<file path="src/inc/ufc_pkg.sv">
package ufc_pkg;

   // Register offsets, index is the serial port
   localparam logic [1:0][7:0] OFF_SERIAL_CONTROL = {8'hc0, 8'h98};
   localparam logic [1:0][7:0] OFF_OWN_ADDRESS    = {8'haa, 8'ha9};
   localparam logic [1:0][7:0] OFF_ADDRESS_MASK   = {8'hba, 8'hb9};
   localparam logic [1:0][7:0] OFF_BAUD_CONTROL   = {8'h82, 8'h81};
   localparam logic [7:0]      OFF_POWER_CONTROL  = 8'h80;
   localparam logic [7:0]      OFF_TIMER_TWO_CTRL = 8'h83;
   localparam logic [7:0]      OFF_IRQ_STATUS     = 8'h84;
   localparam logic [7:0]      OFF_IRQ_MASK       = 8'h85;

   // Serial control register bit positions
   localparam int SC_TOP  = 7;
   localparam int SC_MOD1 = 6;
   localparam int SC_MPE  = 5;
   localparam int SC_REN  = 4;
   localparam int SC_TB8  = 3;
   localparam int SC_RB8  = 2;
   localparam int SC_TI   = 1;
   localparam int SC_RI   = 0;

   // Power, baud and timer-two control bit positions
   localparam int PC_FCE0 = 6;
   localparam int BC_FCE1 = 6;
   localparam int BC_TXBG = 3;
   localparam int BC_RXBG = 2;
   localparam int T2_RXT2 = 5;
   localparam int T2_TXT2 = 4;

   // Interrupt status layout: three events per port
   localparam int IRQ_RI     = 0;
   localparam int IRQ_TI     = 1;
   localparam int IRQ_FE     = 2;
   localparam int IRQ_STRIDE = 3;
   localparam int IRQ_W      = 6;

   // Reset values
   localparam logic [7:0]       REG_RESET = 8'h00;
   localparam logic [IRQ_W-1:0] IRQ_RESET = 6'h00;

   // Serial port modes, {mode bit 0, mode bit 1}
   typedef enum logic [1:0] {
      UFC_MODE_SHIFT = 2'b00,
      UFC_MODE_UART8 = 2'b01,
      UFC_MODE_UART9F = 2'b10,
      UFC_MODE_UART9V = 2'b11
   } ufc_mode_e;

   // Receiver core strobes for one frame
   typedef struct packed {
      logic       last_data;
      logic       stop;
      logic [7:0] data;
      logic       ninth;
      logic       stop_bit;
   } ufc_rx_evt_s;

   // Decisions taken for one frame
   typedef struct packed {
      logic ri_set;
      logic fe_set;
      logic rb8_load;
      logic rb8;
   } ufc_rx_act_s;

   // Control handed to the shifting core
   typedef struct packed {
      ufc_mode_e mode;
      logic      rx_enable;
      logic      tb8;
      logic      ri;
      logic      ti;
   } ufc_ctrl_s;

endpackage

</file>
<file path="src/hdl/ufc_rx_filter.sv">
module ufc_rx_filter (
   // Port configuration
   input  ufc_pkg::ufc_mode_e   mode_i,
   input  logic                 mpe_i,
   input  logic                 fce_i,
   input  logic [7:0]           own_address_i,
   input  logic [7:0]           own_address_mask_i,
   // Receiver strobes
   input  ufc_pkg::ufc_rx_evt_s evt_i,
   // Frame decisions
   output ufc_pkg::ufc_rx_act_s act_o
);

   logic       async_mode;
   logic       check_on;
   logic       mp_on;
   logic       use_stop;
   logic       moment;
   logic       is_addr;
   logic       given_hit;
   logic       bcast_hit;
   logic       accept;
   logic [7:0] bcast;

   // Shift mode has neither framing check nor filtering
   assign async_mode = mode_i != ufc_pkg::UFC_MODE_SHIFT;
   assign check_on   = fce_i && async_mode;
   assign mp_on      = mpe_i && async_mode;

   // Mode 1 always waits for the stop bit, it may be the ninth bit
   assign use_stop = check_on || mode_i == ufc_pkg::UFC_MODE_UART8;
   assign moment   = use_stop ? evt_i.stop : evt_i.last_data;

   // Given address: zero mask bits are don't-care
   assign given_hit = ((evt_i.data ^ own_address_i) & own_address_mask_i) == 8'h00;
   // Broadcast: ones of address OR mask must arrive
   assign bcast     = own_address_i | own_address_mask_i;
   assign bcast_hit = (~evt_i.data & bcast) == 8'h00;

   // Which frames count as address frames
   always_comb begin
      unique case (mode_i)
         ufc_pkg::UFC_MODE_SHIFT:  is_addr = 1'b0;
         ufc_pkg::UFC_MODE_UART8:  is_addr = evt_i.stop_bit;
         ufc_pkg::UFC_MODE_UART9F,
         ufc_pkg::UFC_MODE_UART9V: is_addr = evt_i.ninth;
      endcase
   end

   // Unfiltered frames always pass
   assign accept = !mp_on || (is_addr && (given_hit || bcast_hit));

   // Decisions, all single-cycle pulses except rb8
   assign act_o.ri_set   = moment && accept;
   assign act_o.fe_set   = check_on && evt_i.stop && !evt_i.stop_bit;
   assign act_o.rb8_load = moment && accept && async_mode;
   assign act_o.rb8      = (mode_i == ufc_pkg::UFC_MODE_UART8) ? evt_i.stop_bit : evt_i.ninth;

endmodule // ufc_rx_filter

</file>
<file path="src/hdl/ufc_uart_frame_check.sv">
// Functional notes
// - Framing check only in modes 1-3, per-port enable.
// - Checking on: invalid stop bit sets frame error.
// - Frame error sticky until software clear or reset.
// - Checking on: receive-done at the stop bit.
// - Multiprocessor enable turns on address recognition.
// - Recognition on: receive-done only on given or broadcast match.
// - Mode 1: stop bit is ninth bit; needs match and valid stop.
// - Mode 0 ignores multiprocessor enable.
// - Given address: own address under mask, zero bits don't-care.
// - Broadcast: own address OR mask, zero bits don't-care.
// - Address and mask reset to 00h, accepting all.
// - Port 0 tx clock: generator, else timer 2, else timer 1.
// - Rx clock chosen alike by its own selects.
// - Port 1: own generator selects, shared timer-2 selects.
// - Control bit 7: frame error with checking on, else mode bit 0.
module ufc_uart_frame_check (
   // Clock and reset
   input  logic                           clk_sys_i,
   input  logic                           nrst_i,
   // Register port
   input  logic [7:0]                     addr_i,
   input  logic [7:0]                     wdata_i,
   input  logic                           wr_i,
   input  logic                           rd_i,
   output logic [7:0]                     rdata_o,
   // Receiver and transmitter strobes, one per port
   input  ufc_pkg::ufc_rx_evt_s [1:0]     rx_evt_i,
   input  logic [1:0]                     tx_done_i,
   // Baud tick sources
   input  logic                           timer1_tick_i,
   input  logic                           timer2_tick_i,
   input  logic [1:0]                     baud_gen_tick_i,
   // Port control and selected baud ticks
   output ufc_pkg::ufc_ctrl_s [1:0]       ctrl_o,
   output logic [1:0]                     tx_baud_tick_o,
   output logic [1:0]                     rx_baud_tick_o,
   // Interrupt
   output logic                           irq_o
);

   // Serial control state per port
   logic [1:0]                 serial_mode_bit0;
   logic [1:0]                 serial_mode_bit1;
   logic [1:0]                 multiprocessor_enable;
   logic [1:0]                 rx_enable;
   logic [1:0]                 tx_bit8;
   logic [1:0]                 rx_bit8;
   logic [1:0]                 transmit_done_flag;
   logic [1:0]                 receive_done_flag;
   logic [1:0]                 frame_error_flag;
   // Configuration
   logic [1:0]                 frame_check_enable;
   logic [1:0]                 tx_baudgen_select;
   logic [1:0]                 rx_baudgen_select;
   logic                       tx_timer_two_select;
   logic                       rx_timer_two_select;
   logic [1:0][7:0]            own_address;
   logic [1:0][7:0]            own_address_mask;
   // Interrupt state
   logic [ufc_pkg::IRQ_W-1:0]  irq_status;
   logic [ufc_pkg::IRQ_W-1:0]  irq_mask;
   logic [ufc_pkg::IRQ_W-1:0]  irq_event;
   logic [ufc_pkg::IRQ_W-1:0]  next_irq_status;
   // Decode and frame decisions
   logic [1:0]                 sc_wr;
   logic [1:0]                 oa_wr;
   logic [1:0]                 am_wr;
   logic [1:0]                 bc_wr;
   ufc_pkg::ufc_mode_e [1:0]   mode;
   ufc_pkg::ufc_rx_act_s [1:0] act;
   logic [7:0]                 next_rdata;
   logic                       next_tx_tick [2];
   logic                       next_rx_tick [2];

   // Address compare, shared by write and read decode
   function automatic logic is_at(input logic [7:0] addr, input logic [7:0] off);
      return addr == off;
   endfunction

   // Write strobes per port register
   always_comb begin
      for (int i = 0; i < 2; i++) begin
         sc_wr[i] = wr_i && is_at(addr_i, ufc_pkg::OFF_SERIAL_CONTROL[i]);
         oa_wr[i] = wr_i && is_at(addr_i, ufc_pkg::OFF_OWN_ADDRESS[i]);
         am_wr[i] = wr_i && is_at(addr_i, ufc_pkg::OFF_ADDRESS_MASK[i]);
         bc_wr[i] = wr_i && is_at(addr_i, ufc_pkg::OFF_BAUD_CONTROL[i]);
         mode[i]  = ufc_pkg::ufc_mode_e'({serial_mode_bit0[i], serial_mode_bit1[i]});
      end
   end

   // One frame filter per port
   for (genvar g = 0; g < 2; g++) begin : g_port
      ufc_rx_filter u_filter (
         .mode_i             (mode[g]),
         .mpe_i              (multiprocessor_enable[g]),
         .fce_i              (frame_check_enable[g]),
         .own_address_i      (own_address[g]),
         .own_address_mask_i (own_address_mask[g]),
         .evt_i              (rx_evt_i[g]),
         .act_o              (act[g])
      );
   end

   // Plain serial control bits; bit 7 writes mode only with checking off
   always_ff @(posedge clk_sys_i) begin
      if (!nrst_i) begin
         serial_mode_bit0      <= 2'h0;
         serial_mode_bit1      <= 2'h0;
         multiprocessor_enable <= 2'h0;
         rx_enable             <= 2'h0;
         tx_bit8               <= 2'h0;
      end else begin
         for (int i = 0; i < 2; i++) begin
            if (sc_wr[i]) begin
               if (!frame_check_enable[i]) begin
                  serial_mode_bit0[i] <= wdata_i[ufc_pkg::SC_TOP];
               end
               serial_mode_bit1[i]      <= wdata_i[ufc_pkg::SC_MOD1];
               multiprocessor_enable[i] <= wdata_i[ufc_pkg::SC_MPE];
               rx_enable[i]             <= wdata_i[ufc_pkg::SC_REN];
               tx_bit8[i]               <= wdata_i[ufc_pkg::SC_TB8];
            end
         end
      end
   end

   // Receive-done flag; set beats clear
   always_ff @(posedge clk_sys_i) begin
      if (!nrst_i) begin
         receive_done_flag <= 2'h0;
      end else begin
         for (int i = 0; i < 2; i++) begin
            if (act[i].ri_set) begin
               receive_done_flag[i] <= 1'b1;
            end else if (sc_wr[i]) begin
               receive_done_flag[i] <= wdata_i[ufc_pkg::SC_RI];
            end
         end
      end
   end

   // Transmit-done flag, set by the shifting core
   always_ff @(posedge clk_sys_i) begin
      if (!nrst_i) begin
         transmit_done_flag <= 2'h0;
      end else begin
         for (int i = 0; i < 2; i++) begin
            if (tx_done_i[i]) begin
               transmit_done_flag[i] <= 1'b1;
            end else if (sc_wr[i]) begin
               transmit_done_flag[i] <= wdata_i[ufc_pkg::SC_TI];
            end
         end
      end
   end

   // Frame error: sticky, only software or reset clears it
   always_ff @(posedge clk_sys_i) begin
      if (!nrst_i) begin
         frame_error_flag <= 2'h0;
      end else begin
         for (int i = 0; i < 2; i++) begin
            if (act[i].fe_set) begin
               frame_error_flag[i] <= 1'b1;
            end else if (sc_wr[i] && frame_check_enable[i]) begin
               frame_error_flag[i] <= wdata_i[ufc_pkg::SC_TOP];
            end
         end
      end
   end

   // Received ninth bit, loaded only for accepted frames
   always_ff @(posedge clk_sys_i) begin
      if (!nrst_i) begin
         rx_bit8 <= 2'h0;
      end else begin
         for (int i = 0; i < 2; i++) begin
            if (act[i].rb8_load) begin
               rx_bit8[i] <= act[i].rb8;
            end else if (sc_wr[i]) begin
               rx_bit8[i] <= wdata_i[ufc_pkg::SC_RB8];
            end
         end
      end
   end

   // Own address and mask; reset value accepts every address
   always_ff @(posedge clk_sys_i) begin
      if (!nrst_i) begin
         own_address      <= {2{ufc_pkg::REG_RESET}};
         own_address_mask <= {2{ufc_pkg::REG_RESET}};
      end else begin
         for (int i = 0; i < 2; i++) begin
            if (oa_wr[i]) begin
               own_address[i] <= wdata_i;
            end
            if (am_wr[i]) begin
               own_address_mask[i] <= wdata_i;
            end
         end
      end
   end

   // Check enables: port 0 in power control, port 1 in its baud control
   always_ff @(posedge clk_sys_i) begin
      if (!nrst_i) begin
         frame_check_enable <= 2'h0;
      end else begin
         if (wr_i && is_at(addr_i, ufc_pkg::OFF_POWER_CONTROL)) begin
            frame_check_enable[0] <= wdata_i[ufc_pkg::PC_FCE0];
         end
         if (bc_wr[1]) begin
            frame_check_enable[1] <= wdata_i[ufc_pkg::BC_FCE1];
         end
      end
   end

   // Baud source selects
   always_ff @(posedge clk_sys_i) begin
      if (!nrst_i) begin
         tx_baudgen_select   <= 2'h0;
         rx_baudgen_select   <= 2'h0;
         tx_timer_two_select <= 1'b0;
         rx_timer_two_select <= 1'b0;
      end else begin
         for (int i = 0; i < 2; i++) begin
            if (bc_wr[i]) begin
               tx_baudgen_select[i] <= wdata_i[ufc_pkg::BC_TXBG];
               rx_baudgen_select[i] <= wdata_i[ufc_pkg::BC_RXBG];
            end
         end
         if (wr_i && is_at(addr_i, ufc_pkg::OFF_TIMER_TWO_CTRL)) begin
            tx_timer_two_select <= wdata_i[ufc_pkg::T2_TXT2];
            rx_timer_two_select <= wdata_i[ufc_pkg::T2_RXT2];
         end
      end
   end

   // Tick muxes; generator beats timer 2, timer 2 beats timer 1
   always_comb begin
      for (int i = 0; i < 2; i++) begin
         next_tx_tick[i] = tx_baudgen_select[i] ? baud_gen_tick_i[i] :
                           tx_timer_two_select ? timer2_tick_i : timer1_tick_i;
         next_rx_tick[i] = rx_baudgen_select[i] ? baud_gen_tick_i[i] :
                           rx_timer_two_select ? timer2_tick_i : timer1_tick_i;
      end
   end

   // Modes 0 and 2 have fixed rates; ticks stay low
   always_ff @(posedge clk_sys_i) begin
      if (!nrst_i) begin
         tx_baud_tick_o <= 2'h0;
         rx_baud_tick_o <= 2'h0;
      end else begin
         for (int i = 0; i < 2; i++) begin
            tx_baud_tick_o[i] <= serial_mode_bit1[i] && next_tx_tick[i];
            rx_baud_tick_o[i] <= serial_mode_bit1[i] && next_rx_tick[i];
         end
      end
   end

   // Control to the shifting core
   always_ff @(posedge clk_sys_i) begin
      if (!nrst_i) begin
         ctrl_o <= '0;
      end else begin
         for (int i = 0; i < 2; i++) begin
            ctrl_o[i].mode      <= mode[i];
            ctrl_o[i].rx_enable <= rx_enable[i];
            ctrl_o[i].tb8       <= tx_bit8[i];
            ctrl_o[i].ri        <= receive_done_flag[i];
            ctrl_o[i].ti        <= transmit_done_flag[i];
         end
      end
   end

   // Interrupt events; an event beats its clear
   always_comb begin
      for (int i = 0; i < 2; i++) begin
         irq_event[ufc_pkg::IRQ_STRIDE*i + ufc_pkg::IRQ_RI] = act[i].ri_set;
         irq_event[ufc_pkg::IRQ_STRIDE*i + ufc_pkg::IRQ_TI] = tx_done_i[i];
         irq_event[ufc_pkg::IRQ_STRIDE*i + ufc_pkg::IRQ_FE] = act[i].fe_set;
      end
      next_irq_status = irq_status;
      if (wr_i && is_at(addr_i, ufc_pkg::OFF_IRQ_STATUS)) begin
         next_irq_status = irq_status & ~wdata_i[ufc_pkg::IRQ_W-1:0];
      end
      next_irq_status = next_irq_status | irq_event;
   end

   // Status and mask registers
   always_ff @(posedge clk_sys_i) begin
      if (!nrst_i) begin
         irq_status <= ufc_pkg::IRQ_RESET;
         irq_mask   <= ufc_pkg::IRQ_RESET;
      end else begin
         irq_status <= next_irq_status;
         if (wr_i && is_at(addr_i, ufc_pkg::OFF_IRQ_MASK)) begin
            irq_mask <= wdata_i[ufc_pkg::IRQ_W-1:0];
         end
      end
   end

   // Level interrupt, one cycle behind the status bits
   always_ff @(posedge clk_sys_i) begin
      if (!nrst_i) begin
         irq_o <= 1'b0;
      end else begin
         irq_o <= |(irq_status & irq_mask);
      end
   end

   // Read mux; unmapped offsets read as zero
   always_comb begin
      next_rdata = 8'h00;
      for (int i = 0; i < 2; i++) begin
         if (is_at(addr_i, ufc_pkg::OFF_SERIAL_CONTROL[i])) begin
            next_rdata[ufc_pkg::SC_TOP]  = frame_check_enable[i] ? frame_error_flag[i]
                                                                 : serial_mode_bit0[i];
            next_rdata[ufc_pkg::SC_MOD1] = serial_mode_bit1[i];
            next_rdata[ufc_pkg::SC_MPE]  = multiprocessor_enable[i];
            next_rdata[ufc_pkg::SC_REN]  = rx_enable[i];
            next_rdata[ufc_pkg::SC_TB8]  = tx_bit8[i];
            next_rdata[ufc_pkg::SC_RB8]  = rx_bit8[i];
            next_rdata[ufc_pkg::SC_TI]   = transmit_done_flag[i];
            next_rdata[ufc_pkg::SC_RI]   = receive_done_flag[i];
         end
         if (is_at(addr_i, ufc_pkg::OFF_OWN_ADDRESS[i])) begin
            next_rdata = own_address[i];
         end
         if (is_at(addr_i, ufc_pkg::OFF_ADDRESS_MASK[i])) begin
            next_rdata = own_address_mask[i];
         end
         if (is_at(addr_i, ufc_pkg::OFF_BAUD_CONTROL[i])) begin
            next_rdata[ufc_pkg::BC_TXBG] = tx_baudgen_select[i];
            next_rdata[ufc_pkg::BC_RXBG] = rx_baudgen_select[i];
            if (i == 1) begin
               next_rdata[ufc_pkg::BC_FCE1] = frame_check_enable[1];
            end
         end
      end
      if (is_at(addr_i, ufc_pkg::OFF_POWER_CONTROL)) begin
         next_rdata[ufc_pkg::PC_FCE0] = frame_check_enable[0];
      end
      if (is_at(addr_i, ufc_pkg::OFF_TIMER_TWO_CTRL)) begin
         next_rdata[ufc_pkg::T2_TXT2] = tx_timer_two_select;
         next_rdata[ufc_pkg::T2_RXT2] = rx_timer_two_select;
      end
      if (is_at(addr_i, ufc_pkg::OFF_IRQ_STATUS)) begin
         next_rdata[ufc_pkg::IRQ_W-1:0] = irq_status;
      end
      if (is_at(addr_i, ufc_pkg::OFF_IRQ_MASK)) begin
         next_rdata[ufc_pkg::IRQ_W-1:0] = irq_mask;
      end
   end

   // Read data stands one cycle
   always_ff @(posedge clk_sys_i) begin
      if (!nrst_i) begin
         rdata_o <= 8'h00;
      end else begin
         rdata_o <= rd_i ? next_rdata : 8'h00;
      end
   end

endmodule // ufc_uart_frame_check

</file>
<file path="config.mk">
export PLATFORM = sky130hd
export DESIGN_NAME = ufc_uart_frame_check
export DESIGN_NICKNAME = d
export VERILOG_FILES = /design/src/inc/ufc_pkg.sv /design/src/hdl/ufc_rx_filter.sv /design/src/hdl/ufc_uart_frame_check.sv
export SDC_FILE = /design/constraint.sdc
export NUM_CORES = 1
export LEC_CHECK = 0
export BUFFER_PORTS_ARGS = -buffer_cell sky130_fd_sc_hd__buf_2
export CORE_UTILIZATION = 40
export CTS_CLUSTER_SIZE = 28
export DETAILED_ROUTE_END_ITERATION = 8
export PLACE_DENSITY = 0.63
export REMOVE_ABC_BUFFERS = 1
export SLEW_MARGIN = 20
export SYNTH_ARGS = -nofsm -noshare
export SYNTH_HDL_FRONTEND = slang
export SYNTH_SLANG_ARGS = --single-unit
</file>
<file path="constraint.sdc">
create_clock -name clk_sys_i -period 1.72 [get_ports clk_sys_i]
set_input_delay 0.086 -clock clk_sys_i [delete_from_list [all_inputs] [get_ports clk_sys_i]]
set_output_delay 0.086 -clock clk_sys_i [all_outputs]
set_load 0.02 [all_outputs]
</file>
==> flow_summary.json, run 1 <==
{
  "path_clk_slew_ns": 0.06,
  "post-route-min-period_ns": 1.60,
  "ir_drop_mv": 0.498,
  "finalCritPeriodShare_pct": 93.3,
  "synth_area_sq_um": 4640,
  "dieArea_sq_um": 12000,
  "antenna_found_initial": 0,
  "initial_utilization_pct": 41.9,
  "p_total_mw": 4.74,
  "h-tree-depth": 3,
  "grt_pass1_wl_mm": 22.6,
  "rows": 38,
  "wl_mm": 14.4,
  "final_layout_size_suffix_gt1_share_pct": 25.0,
  "drt-initial-drc-count": 254,
  "cp_max_fo": 6,
  "gp_congestion": 0.920,
  "internal-power_mw": 3.66,
  "nNetsFinal": 691,
  "fp.coreArea_sq_um": 11100,
  "setup_ws_ns": 0.116,
  "worstMarginPinSlew_ns": 0.538,
  "ys_ff_latch": 95,
  "clk_latency_ns": 0.36,
  "ant_nets": 0,
  "vias": 4368,
  "wire_per_inst_microns": 18.4,
  "grt_pass1_vias": 4192,
  "grt_usage_pct": 25.6,
  "clkPwrFrac_pct": 45.1,
  "worst_setup_path_start_kind": "primary input",
  "async_flop_share_pct": 0,
  "die_w_microns": 110,
  "yosysTopAreaCellShare_pct": 41.0,
  "synthTopCellsByArea": "dfxtp_1 41%, mux2i_1 13%, nor2_1 6.6%",
  "numPortBuffers": 74,
  "crit_required_ns": 1.94,
  "power_frac_comb_pct": 7.7,
  "root_buffer": "clkbuf_16",
  "min-delay-start": "wdata_i[7]",
  "outcome": "finished clean",
  "ys.flop_type": "dfxtp_1",
  "rrSetupSlack_ns": 0.21,
  "n_antenna_cell": 0,
  "reg2reg_to": "irq_status[0]",
  "powerDensity_nw_per_um2": 818,
  "drc_errors": 0,
  "preCtsSetupSlack_ns": -0.323,
  "p_switching_mw": 1.08,
  "hold_depth": 3,
  "nFillCells": 1080,
  "cts_buffers": 9,
  "viasPerCell": 5.56,
  "syn_to_final_growth_pct": 25.0,
  "reg2reg_depth": 5,
  "swShare_pct": 22.8,
  "ys_types": 55,
  "syn_inst": 533,
  "yosys.area.top_type": "dfxtp_1",
  "pwr-share-seq_pct": 47.2,
  "mostFrequentLayoutCells": "95 x dfxtp_1, 82 x nor2_1, 74 x buf_2",
  "clock.fmax_mhz": 623,
  "relSlewSlack_pct": 63.2,
  "cts_sinks": 95,
  "hold_viol_final": 0,
  "finClkSkew_ns": 0.0106,
  "crit_type": "in -> reg",
  "worstPathArrival_ns": 1.83,
  "setup_viol": 0,
  "grt_max_degree": 22,
  "cap_violations": 0,
  "hpwl_mm": 10.7,
  "clk_path_buf_depth": 2,
  "die_h_microns": 110,
  "setup_tns_ns": 0,
  "grt_setup_unrepaired": "no",
  "end_kind": "register",
  "p_leak_nw": 2.51,
  "drt-pass1-iter-count": 4,
  "postCtsSetupRepairBufs": 0,
  "cts_tree": "built",
  "holdCritPathClass": "in -> reg",
  "syn_avg_cell_area_sq_um": 8.70,
  "synth_seq_area_share_pct": 41.0,
  "pin_count": 75,
  "final_common_cell": "dfxtp_1",
  "overflow": 0,
  "r2r-start": "own_address[3]",
  "slew_viol_final": 0,
  "yosys_warnings": 0,
  "min_to": "serial_mode_bit0[1]",
  "synth_edf_count": 0
}
-- stage by stage --
stage / util (%) / hold slack (ns) / instance area (sq um) / instances
floorplan: - / 0.203 / 4520 / 503
global placement: 49.0 / 0.312 / 5430 / 766
detailed placement: 49.0 / 0.330 / 5430 / 766
CTS: 52.2 / 0.0901 / 5790 / 785
global route: 52.3 / 0.110 / 5800 / 785
finish: 52.3 / 0.0993 / 5800 / 785
-- flip-flops by register name, indices dropped and copies added (netlist names) --
register and cells:
own_address 16, own_address_mask 16, ctrl_o 12, rdata_o 8
irq_mask 6, irq_status 6, frame_check_enable 2, frame_error_flag 2
multiprocessor_enable 2, receive_done_flag 2, rx_baud_tick_o 2, rx_baudgen_select 2
rx_bit8 2, rx_enable 2, serial_mode_bit0 2, serial_mode_bit1 2
transmit_done_flag 2, tx_baud_tick_o 2, tx_baudgen_select 2, tx_bit8 2
irq_o 1, rx_timer_two_select 1, tx_timer_two_select 1
-- per-layer routing --
layer | GRT usage [%] | vias up | share of wire, %
li1 | - | 2117 | -
met1 | 33.2 | 2100 | 45
met2 | 42.4 | 125 | 47
met3 | 3.91 | 26 | 4.9
met4 | 10.4 | 0 | 2.4
met5 | 0 | - | 0
-- how the worst max path moves through the flow --
stage,startpoint,end,slack (ns),cells past startpoint
2_1_floorplan,addr_i[3],rdata_o[3],-0.22,5
3_3_place_gp,addr_i[3],irq_mask[3],-0.25,7
3_5_place_dp,addr_i[3],irq_mask[5],-0.32,7
4_1_cts,addr_i[3],irq_mask[5],0.03,7
5_1_grt,addr_i[3],irq_mask[5],0.04,7
6_report,addr_i[3],irq_mask[5],0.12,7
-- final cells by class --
cell class	instances	area (sq um)	share of cell area (%)
Timing Repair Buffer	127	778	13.4
Sequential cell	95	1900	32.8
Tap cell	140	175	3.02
Inverter	11	41.3	0.712
Clock inverter	4	70.1	1.21
Clock buffer	11	243	4.19
Multi-Input combinational cell	397	2590	44.7
-- kinds of logic after synthesis --
family | synth area share, %
compound gates | 15.4
xor+xnor | 3.21
buf+inv | 3.45
flops | 41.0
mux | 15.8
simple gates | 21.1
-- what timing repair did --
action	CTS	global route
endpoints found under the setup margin	0	8
gates resized for setup	0	2
hold buffers	4	0
hold endpoints to repair	8	0
-- worst max-delay path, cell delays in order --
cell and delay [ns]:
buf_2 0.10, or4b_1 0.68, buf_4 0.22, nor4b_2 0.34, nand2_1 0.22, nand2_1 0.12
a21oi_1 0.06
-- synth_stat cells (8+ instances only) --
cell      instances
mux2i_1          61
mux2_2           11
inv_1            10
dfxtp_1          95
a21oi_1          43
nand2_1          36
xor2_1           17
o21ai_0           9
nor3_1            8
nand3_1          19
clkbuf_1         24
o22ai_1          13
a22oi_1          15
nor2_1           82
and2_1           12
-- power groups by stage --
stage / clock network [mW] / registers, mW / logic, mW
floorplan: 0 / 2.29 / 0.118
global placement: 0 / 2.29 / 0.346
detailed placement: 0 / 2.29 / 0.350
CTS: 2.18 / 2.24 / 0.358
global route: 2.27 / 2.24 / 0.389
finish: 2.14 / 2.24 / 0.363
Note: power is estimated with default switching activity, not from simulation.
==> run 2: changes to the inputs <==
ABC_AREA = 1   (was not set)
==> run 2 against run 1 <==
  * The flow now finishes with violations (design-rule violations)
  * Setup slack better by 0.12 ns
  * Global-route usage is 1.3 points lower
  * First-iteration DRC count is 85% higher
  * Synthesized cell count up 36%
  * Clock skew is 0.0045 ns lower
  * Non-clock buffer count decreased by 45
  * Sequential power is essentially flat
  * Register-to-register slack gained 0.03 ns
  * Maximum frequency grew 8.4%
  * Total power fell by 2.6%
==> flow_summary.json, run 2 <==
{
  "internal-power_mw": 3.50,
  "setup_tns_ns": 0,
  "pwr-share-seq_pct": 48.5,
  "synth_area_sq_um": 4820,
  "ys_top_cells_by_count": "173 x nand2_1, 119 x inv_1, 95 x dfxtp_1, 82 x a21oi_1, 81 x o21ai_0",
  "wl_mm": 14.7,
  "numPortBuffers": 74,
  "rows": 39,
  "hold_depth": 3,
  "drt-pass1-iter-count": 7,
  "cap_violations": 0,
  "final_common_cell": "nand2_1",
  "nFillCells": 1174,
  "ir_drop_mv": 0.368,
  "clock.fmax_mhz": 676,
  "syn_avg_cell_area_sq_um": 6.67,
  "power_frac_comb_pct": 7.3,
  "crit_family": "simple AND/OR/NAND/NOR gates",
  "powerDensity_nw_per_um2": 821,
  "die_w_microns": 112,
  "ctsResizeCount": 0,
  "synth_most_common_cell": "nand2_1",
  "cts_sinks": 95,
  "async_flop_share_pct": 0,
  "synth_seq_area_share_pct": 39.4,
  "clk_latency_ns": 0.34,
  "synth_edf_count": 0,
  "outcome": "finished, violations left",
  "gr-usage-met3_pct": 4.41,
  "ant_nets": 0,
  "clk_path_buf_depth": 2,
  "gp_congestion": 0.962,
  "p_leak_nw": 2.80,
  "cp_max_fo": 3,
  "syn_to_final_growth_pct": 16.6,
  "syn_inst": 723,
  "postCtsSetupRepairBufs": 0,
  "drt-initial-drc-count": 471,
  "swShare_pct": 24.2,
  "slowest_delay_ns": 0.51,
  "root_buffer": "clkbuf_16",
  "finClkSkew_ns": 0.00610,
  "worst_setup_path_start_kind": "register",
  "overflow": 0,
  "finalCritPeriodShare_pct": 86.1,
  "clkPwrFrac_pct": 44.2,
  "cts_tree": "built",
  "end_kind": "register",
  "drc_errors": 7,
  "grt_pass1_vias": 4522,
  "hold_viol_final": 0,
  "grt_util_met1_pct": 33.8,
  "yosys.area.top_type": "dfxtp_1",
  "yosysTopAreaCellShare_pct": 39.4,
  "fin_cells": 945,
  "setup_viol": 0,
  "violations": "design-rule violations",
  "crit_required_ns": 2.01,
  "slew_viol_final": 0,
  "vias": 4981,
  "viasPerCell": 5.27,
  "worstPathArrival_ns": 1.77,
  "cp_num_cells": 6,
  "die_h_microns": 112,
  "ys_ff_latch": 95,
  "synthTopCellsByArea": "dfxtp_1 39%, nand2_1 13%, inv_1 9.3%",
  "cpMostUsedCell": "inv_1",
  "grt_usage_pct": 24.3,
  "ctsHoldBuffers": 1,
  "n_antenna_cell": 0,
  "path_buf_inv": 3,
  "crit_type": "reg -> reg",
  "fp.coreArea_sq_um": 11600,
  "ys.flop_type": "dfxtp_1",
  "holdCritPathClass": "in -> reg",
  "pin_count": 75,
  "antenna_found_initial": 0,
  "reg.largest.list": "own_address (16), own_address_mask (16), ctrl_o (12)",
  "global_route.usage.met2_pct": 37.5,
  "path_clk_slew_ns": 0.07,
  "p_switching_mw": 1.12,
  "grt_setup_unrepaired": "no",
  "post-route-min-period_ns": 1.48,
  "initial_utilization_pct": 41.7,
  "ys_types": 36,
  "gr-max-usage-layer": "met2",
  "cts_buffers": 9,
  "grt_pass1_wl_mm": 23.3,
  "relSlewSlack_pct": 55.1,
  "dpl.cell_count": 928,
  "crit_chain": "inv_1 -> nand2_1 -> inv_1 -> nor4_1 -> o21ai_0 -> inv_1",
  "mostFrequentLayoutCells": "173 x nand2_1, 119 x inv_1, 95 x dfxtp_1",
  "reg2reg_depth": 6,
  "slowest_stage": "nor4_1",
  "final_layout_size_suffix_gt1_share_pct": 16.7,
  "hpwl_mm": 11.2,
  "worstMarginPinSlew_ns": 0.668,
  "yosys_warnings": 0,
  "h-tree-depth": 3,
  "wire_per_inst_microns": 15.6,
  "grt_max_degree": 45,
  "dieArea_sq_um": 12500,
  "nNetsFinal": 847
}
## run 2: final cells by class
cell class / instances / area, sq um / area share [%]
Clock buffer: 12 / 246 / 4.38
Clock inverter: 4 / 55.1 / 0.979
Inverter: 133 / 507 / 9.01
Multi-Input combinational cell: 476 / 2300 / 40.9
Sequential cell: 95 / 1900 / 33.8
Tap cell: 143 / 179 / 3.18
Timing Repair Buffer: 82 / 433 / 7.70
## run 2: cells by family after synthesis
group / Yosys count / share of synthesized area (%)
simple gates: 290 / 27.7
compound gates: 186 / 20.0
buf+inv: 152 / 12.9
flops: 95 / 39.4
## run 2: metal layers
metal,share of wire [%],wire length (microns)
met1,46,6790
met2,44,6460
met3,7.7,1140
met4,2.5,365
met5,0,0
## run 2: per-stage QoR
| step | hold WS [ns] | area, sq um | util, % | total power, mW | worst slack, ns |
|---|---|---|---|---|---|
| 5_1_grt | 0.0203 | 5620 | 48.6 | 4.78 | 0.0730 |
| 6_report | 0.0262 | 5620 | 48.6 | 4.62 | 0.240 |
| 3_3_place_gp | 0.338 | 5310 | 45.9 | 2.61 | 0.191 |
| 3_5_place_dp | 0.342 | 5310 | 45.9 | 2.62 | 0.136 |
| 2_1_floorplan | 0.184 | 4710 | - | 2.43 | 0.437 |
| 4_1_cts | 0.00576 | 5620 | 48.6 | 4.64 | 0.259 |
## run 2: power by group through the flow
stage / Clock [mW] / Sequential [mW] / Combinational (mW)
2_1_floorplan: 0 / 2.29 / 0.141
3_3_place_gp: 0 / 2.29 / 0.322
3_5_place_dp: 0 / 2.29 / 0.327
4_1_cts: 2.07 / 2.24 / 0.331
5_1_grt: 2.17 / 2.24 / 0.369
6_report: 2.04 / 2.24 / 0.336
## run 2: final timing paths
path | from | to | slack [ns]
setup / recovery | serial_mode_bit1[0] | irq_status[2] | 0.24
hold / removal | tx_done_i[0] | irq_status[1] | 0.03
setup reg to reg | serial_mode_bit1[0] | irq_status[2] | 0.24
hold reg to reg | serial_mode_bit0[0] | ctrl_o[5] | 0.44
## run 2: worst register-to-register path, cell delays in order (launching register included)
cell     delay (ns)
dfxtp_1        0.35
inv_1          0.10
nand2_1        0.11
inv_1          0.08
nor4_1         0.51
o21ai_0        0.21
inv_1          0.08
==> run 3: changes to the inputs <==
PLACE_DENSITY = 0.71   (was 0.63)
==> run 3 against run 2 <==
  * The run still ends with design-rule violations left
  * Largest power group unchanged
  * Combinational power is essentially flat
  * Wire length shrank 5.0%
  * Sequential power is essentially flat
  * Via count decreased by 2.2%
  * Final area is essentially flat
  * Global-route usage down 1.1 points
  * Hold slack better by 0.044 ns
  * Critical path type unchanged
  * Sequential cell count is the same
==> flow_summary.json, run 3 (synthesized netlist as in run 2, its figures left out) <==
{
  "outcome": "finished, violations left",
  "violations": "design-rule violations",
  "crit_chain": "o21ai_0 -> nand2_1 -> nor2_1 -> nand2_1 -> nand2_1 -> nand2_1 -> nand2_1 -> nand2_1 -> a21oi_1",
  "route.met2.wl_mm": 6.24,
  "finalCritPeriodShare_pct": 80.9,
  "postCtsSetupRepairBufs": 0,
  "met1_length_mm": 6.19,
  "mostFrequentLayoutCells": "173 x nand2_1, 119 x inv_1, 95 x dfxtp_1",
  "vias": 4872,
  "cts_buffers": 9,
  "gp_congestion": 0.992,
  "cts_tree": "built",
  "cap_violations": 0,
  "die_w_microns": 112,
  "clk_path_buf_depth": 2,
  "drc_errors": 1,
  "setup_viol": 0,
  "highest_layer": "met4",
  "min-delay-start": "wdata_i[3]",
  "slew_viol_final": 0,
  "min_to": "own_address_mask[11]",
  "pin_count": 75,
  "finClkSkew_ns": 0.00889,
  "dieArea_sq_um": 12500,
  "ir_drop_mv": 0.715,
  "wire_per_inst_microns": 14.8,
  "root_buffer": "clkbuf_16",
  "clock.fmax_mhz": 719,
  "grt_setup_unrepaired": "no",
  "n_antenna_cell": 0,
  "post-route-min-period_ns": 1.39,
  "hpwl_mm": 10.6,
  "initial_utilization_pct": 41.7,
  "nNetsFinal": 847,
  "grt_max_degree": 62,
  "reg2reg_to": "irq_status[3]",
  "worstMarginPinSlew_ns": 0.502,
  "antenna_found_initial": 0,
  "holdCritPathClass": "in -> reg",
  "worst_setup_path_start_kind": "register",
  "grt_pass1_wl_mm": 22.4,
  "cts_sinks": 95,
  "overflow": 0,
  "viasPerCell": 5.16,
  "die_h_microns": 112,
  "cp_max_fo": 4,
  "powerDensity_nw_per_um2": 804,
  "path_clk_slew_ns": 0.07,
  "rrSetupSlack_ns": 0.33,
  "stdcell_area_sq_um": 5630,
  "fp.coreArea_sq_um": 11600,
  "ant_nets": 0,
  "grt_pass1_vias": 4479,
  "cpMostUsedCell": "nand2_1",
  "wl_mm": 14.0,
  "drt-pass1-iter-count": 7,
  "rows": 39,
  "end_kind": "register",
  "place_area_sq_um": 5320,
  "setup_tns_ns": 0,
  "r2r-start": "own_address_mask[9]",
  "clk_latency_ns": 0.35,
  "syn_to_final_growth_pct": 16.6,
  "crit_required_ns": 2.01,
  "reg.largest.list": "own_address (16), own_address_mask (16), ctrl_o (12)",
  "reg2reg_depth": 9,
  "worstPathArrival_ns": 1.68,
  "drt-initial-drc-count": 417,
  "p_leak_nw": 2.80,
  "h-tree-depth": 3,
  "slowest_stage": "dfxtp_1",
  "hold_depth": 3,
  "final_common_cell": "nand2_1",
  "final_layout_size_suffix_gt1_share_pct": 16.8,
  "grt_usage_pct": 23.2,
  "hold_viol_final": 0,
  "numPortBuffers": 74,
  "crit_type": "reg -> reg",
  "relSlewSlack_pct": 66.5,
  "slowest_delay_ns": 0.34,
  "dr_wl_met3_mm": 1.16
}
[run 3: how the worst max path moves through the flow]
stage	startpoint	endpoint	slack, ns	cells past startpoint
after floorplan	addr_i[6]	frame_error_flag[0]	0.44	10
after global placement	addr_i[6]	rdata_o[4]	0.19	9
after detailed placement	addr_i[6]	own_address[9]	0.14	8
after CTS	serial_mode_bit1[0]	rx_bit8[0]	0.32	10
after global routing	serial_mode_bit1[0]	rx_bit8[0]	0.05	10
final	own_address_mask[9]	irq_status[3]	0.33	9
[run 3: stage by stage]
stage / hold WS (ns) / setup slack (ns) / instances / utilization [%] / power, mW
final: 0.0701 / 0.328 / 945 / 48.7 / 4.52
after CTS: 0.0587 / 0.324 / 945 / 48.7 / 4.55
after global routing: 0.0835 / 0.0522 / 945 / 48.7 / 4.68
after detailed placement: 0.349 / 0.137 / 927 / 46.0 / 2.61
after global placement: 0.336 / 0.186 / 927 / 46.0 / 2.61
after floorplan: 0.184 / 0.437 / 704 / - / 2.43
[run 3: per-layer routing]
metal | track usage, % | vias to the layer above
met2 | 35.9 | 199
met1 | 30.3 | 2167
met5 | 0 | -
met4 | 10.3 | 0
met3 | 6.04 | 37
li1 | - | 2469
[run 3: worst max-delay path, delay by kind of cell, from the launching register on]
family | cells | cell delay (ns)
flops | 1 | 0.34
compound gates | 2 | 0.33
simple gates | 7 | 0.65
[run 3: area by class of cell]
class / count / area (sq um)
clock buffer: 10 / 239
clock inverter: 6 / 50.0
sequential: 95 / 1900
multi-input combinational: 476 / 2300
fill: 1177 / 5940
tap: 143 / 179
timing repair buffer: 82 / 448
inverter: 133 / 507
[run 3: where the power goes]
part	internal, mW	switching, mW
Clock	1.04	0.912
Sequential	2.22	0.0174
Combinational	0.106	0.229
[run 3: repair_timing]
item / CTS / global route
hold endpoints to repair: 2 / 0
gates resized for setup: 0 / 0
hold buffers: 2 / 0
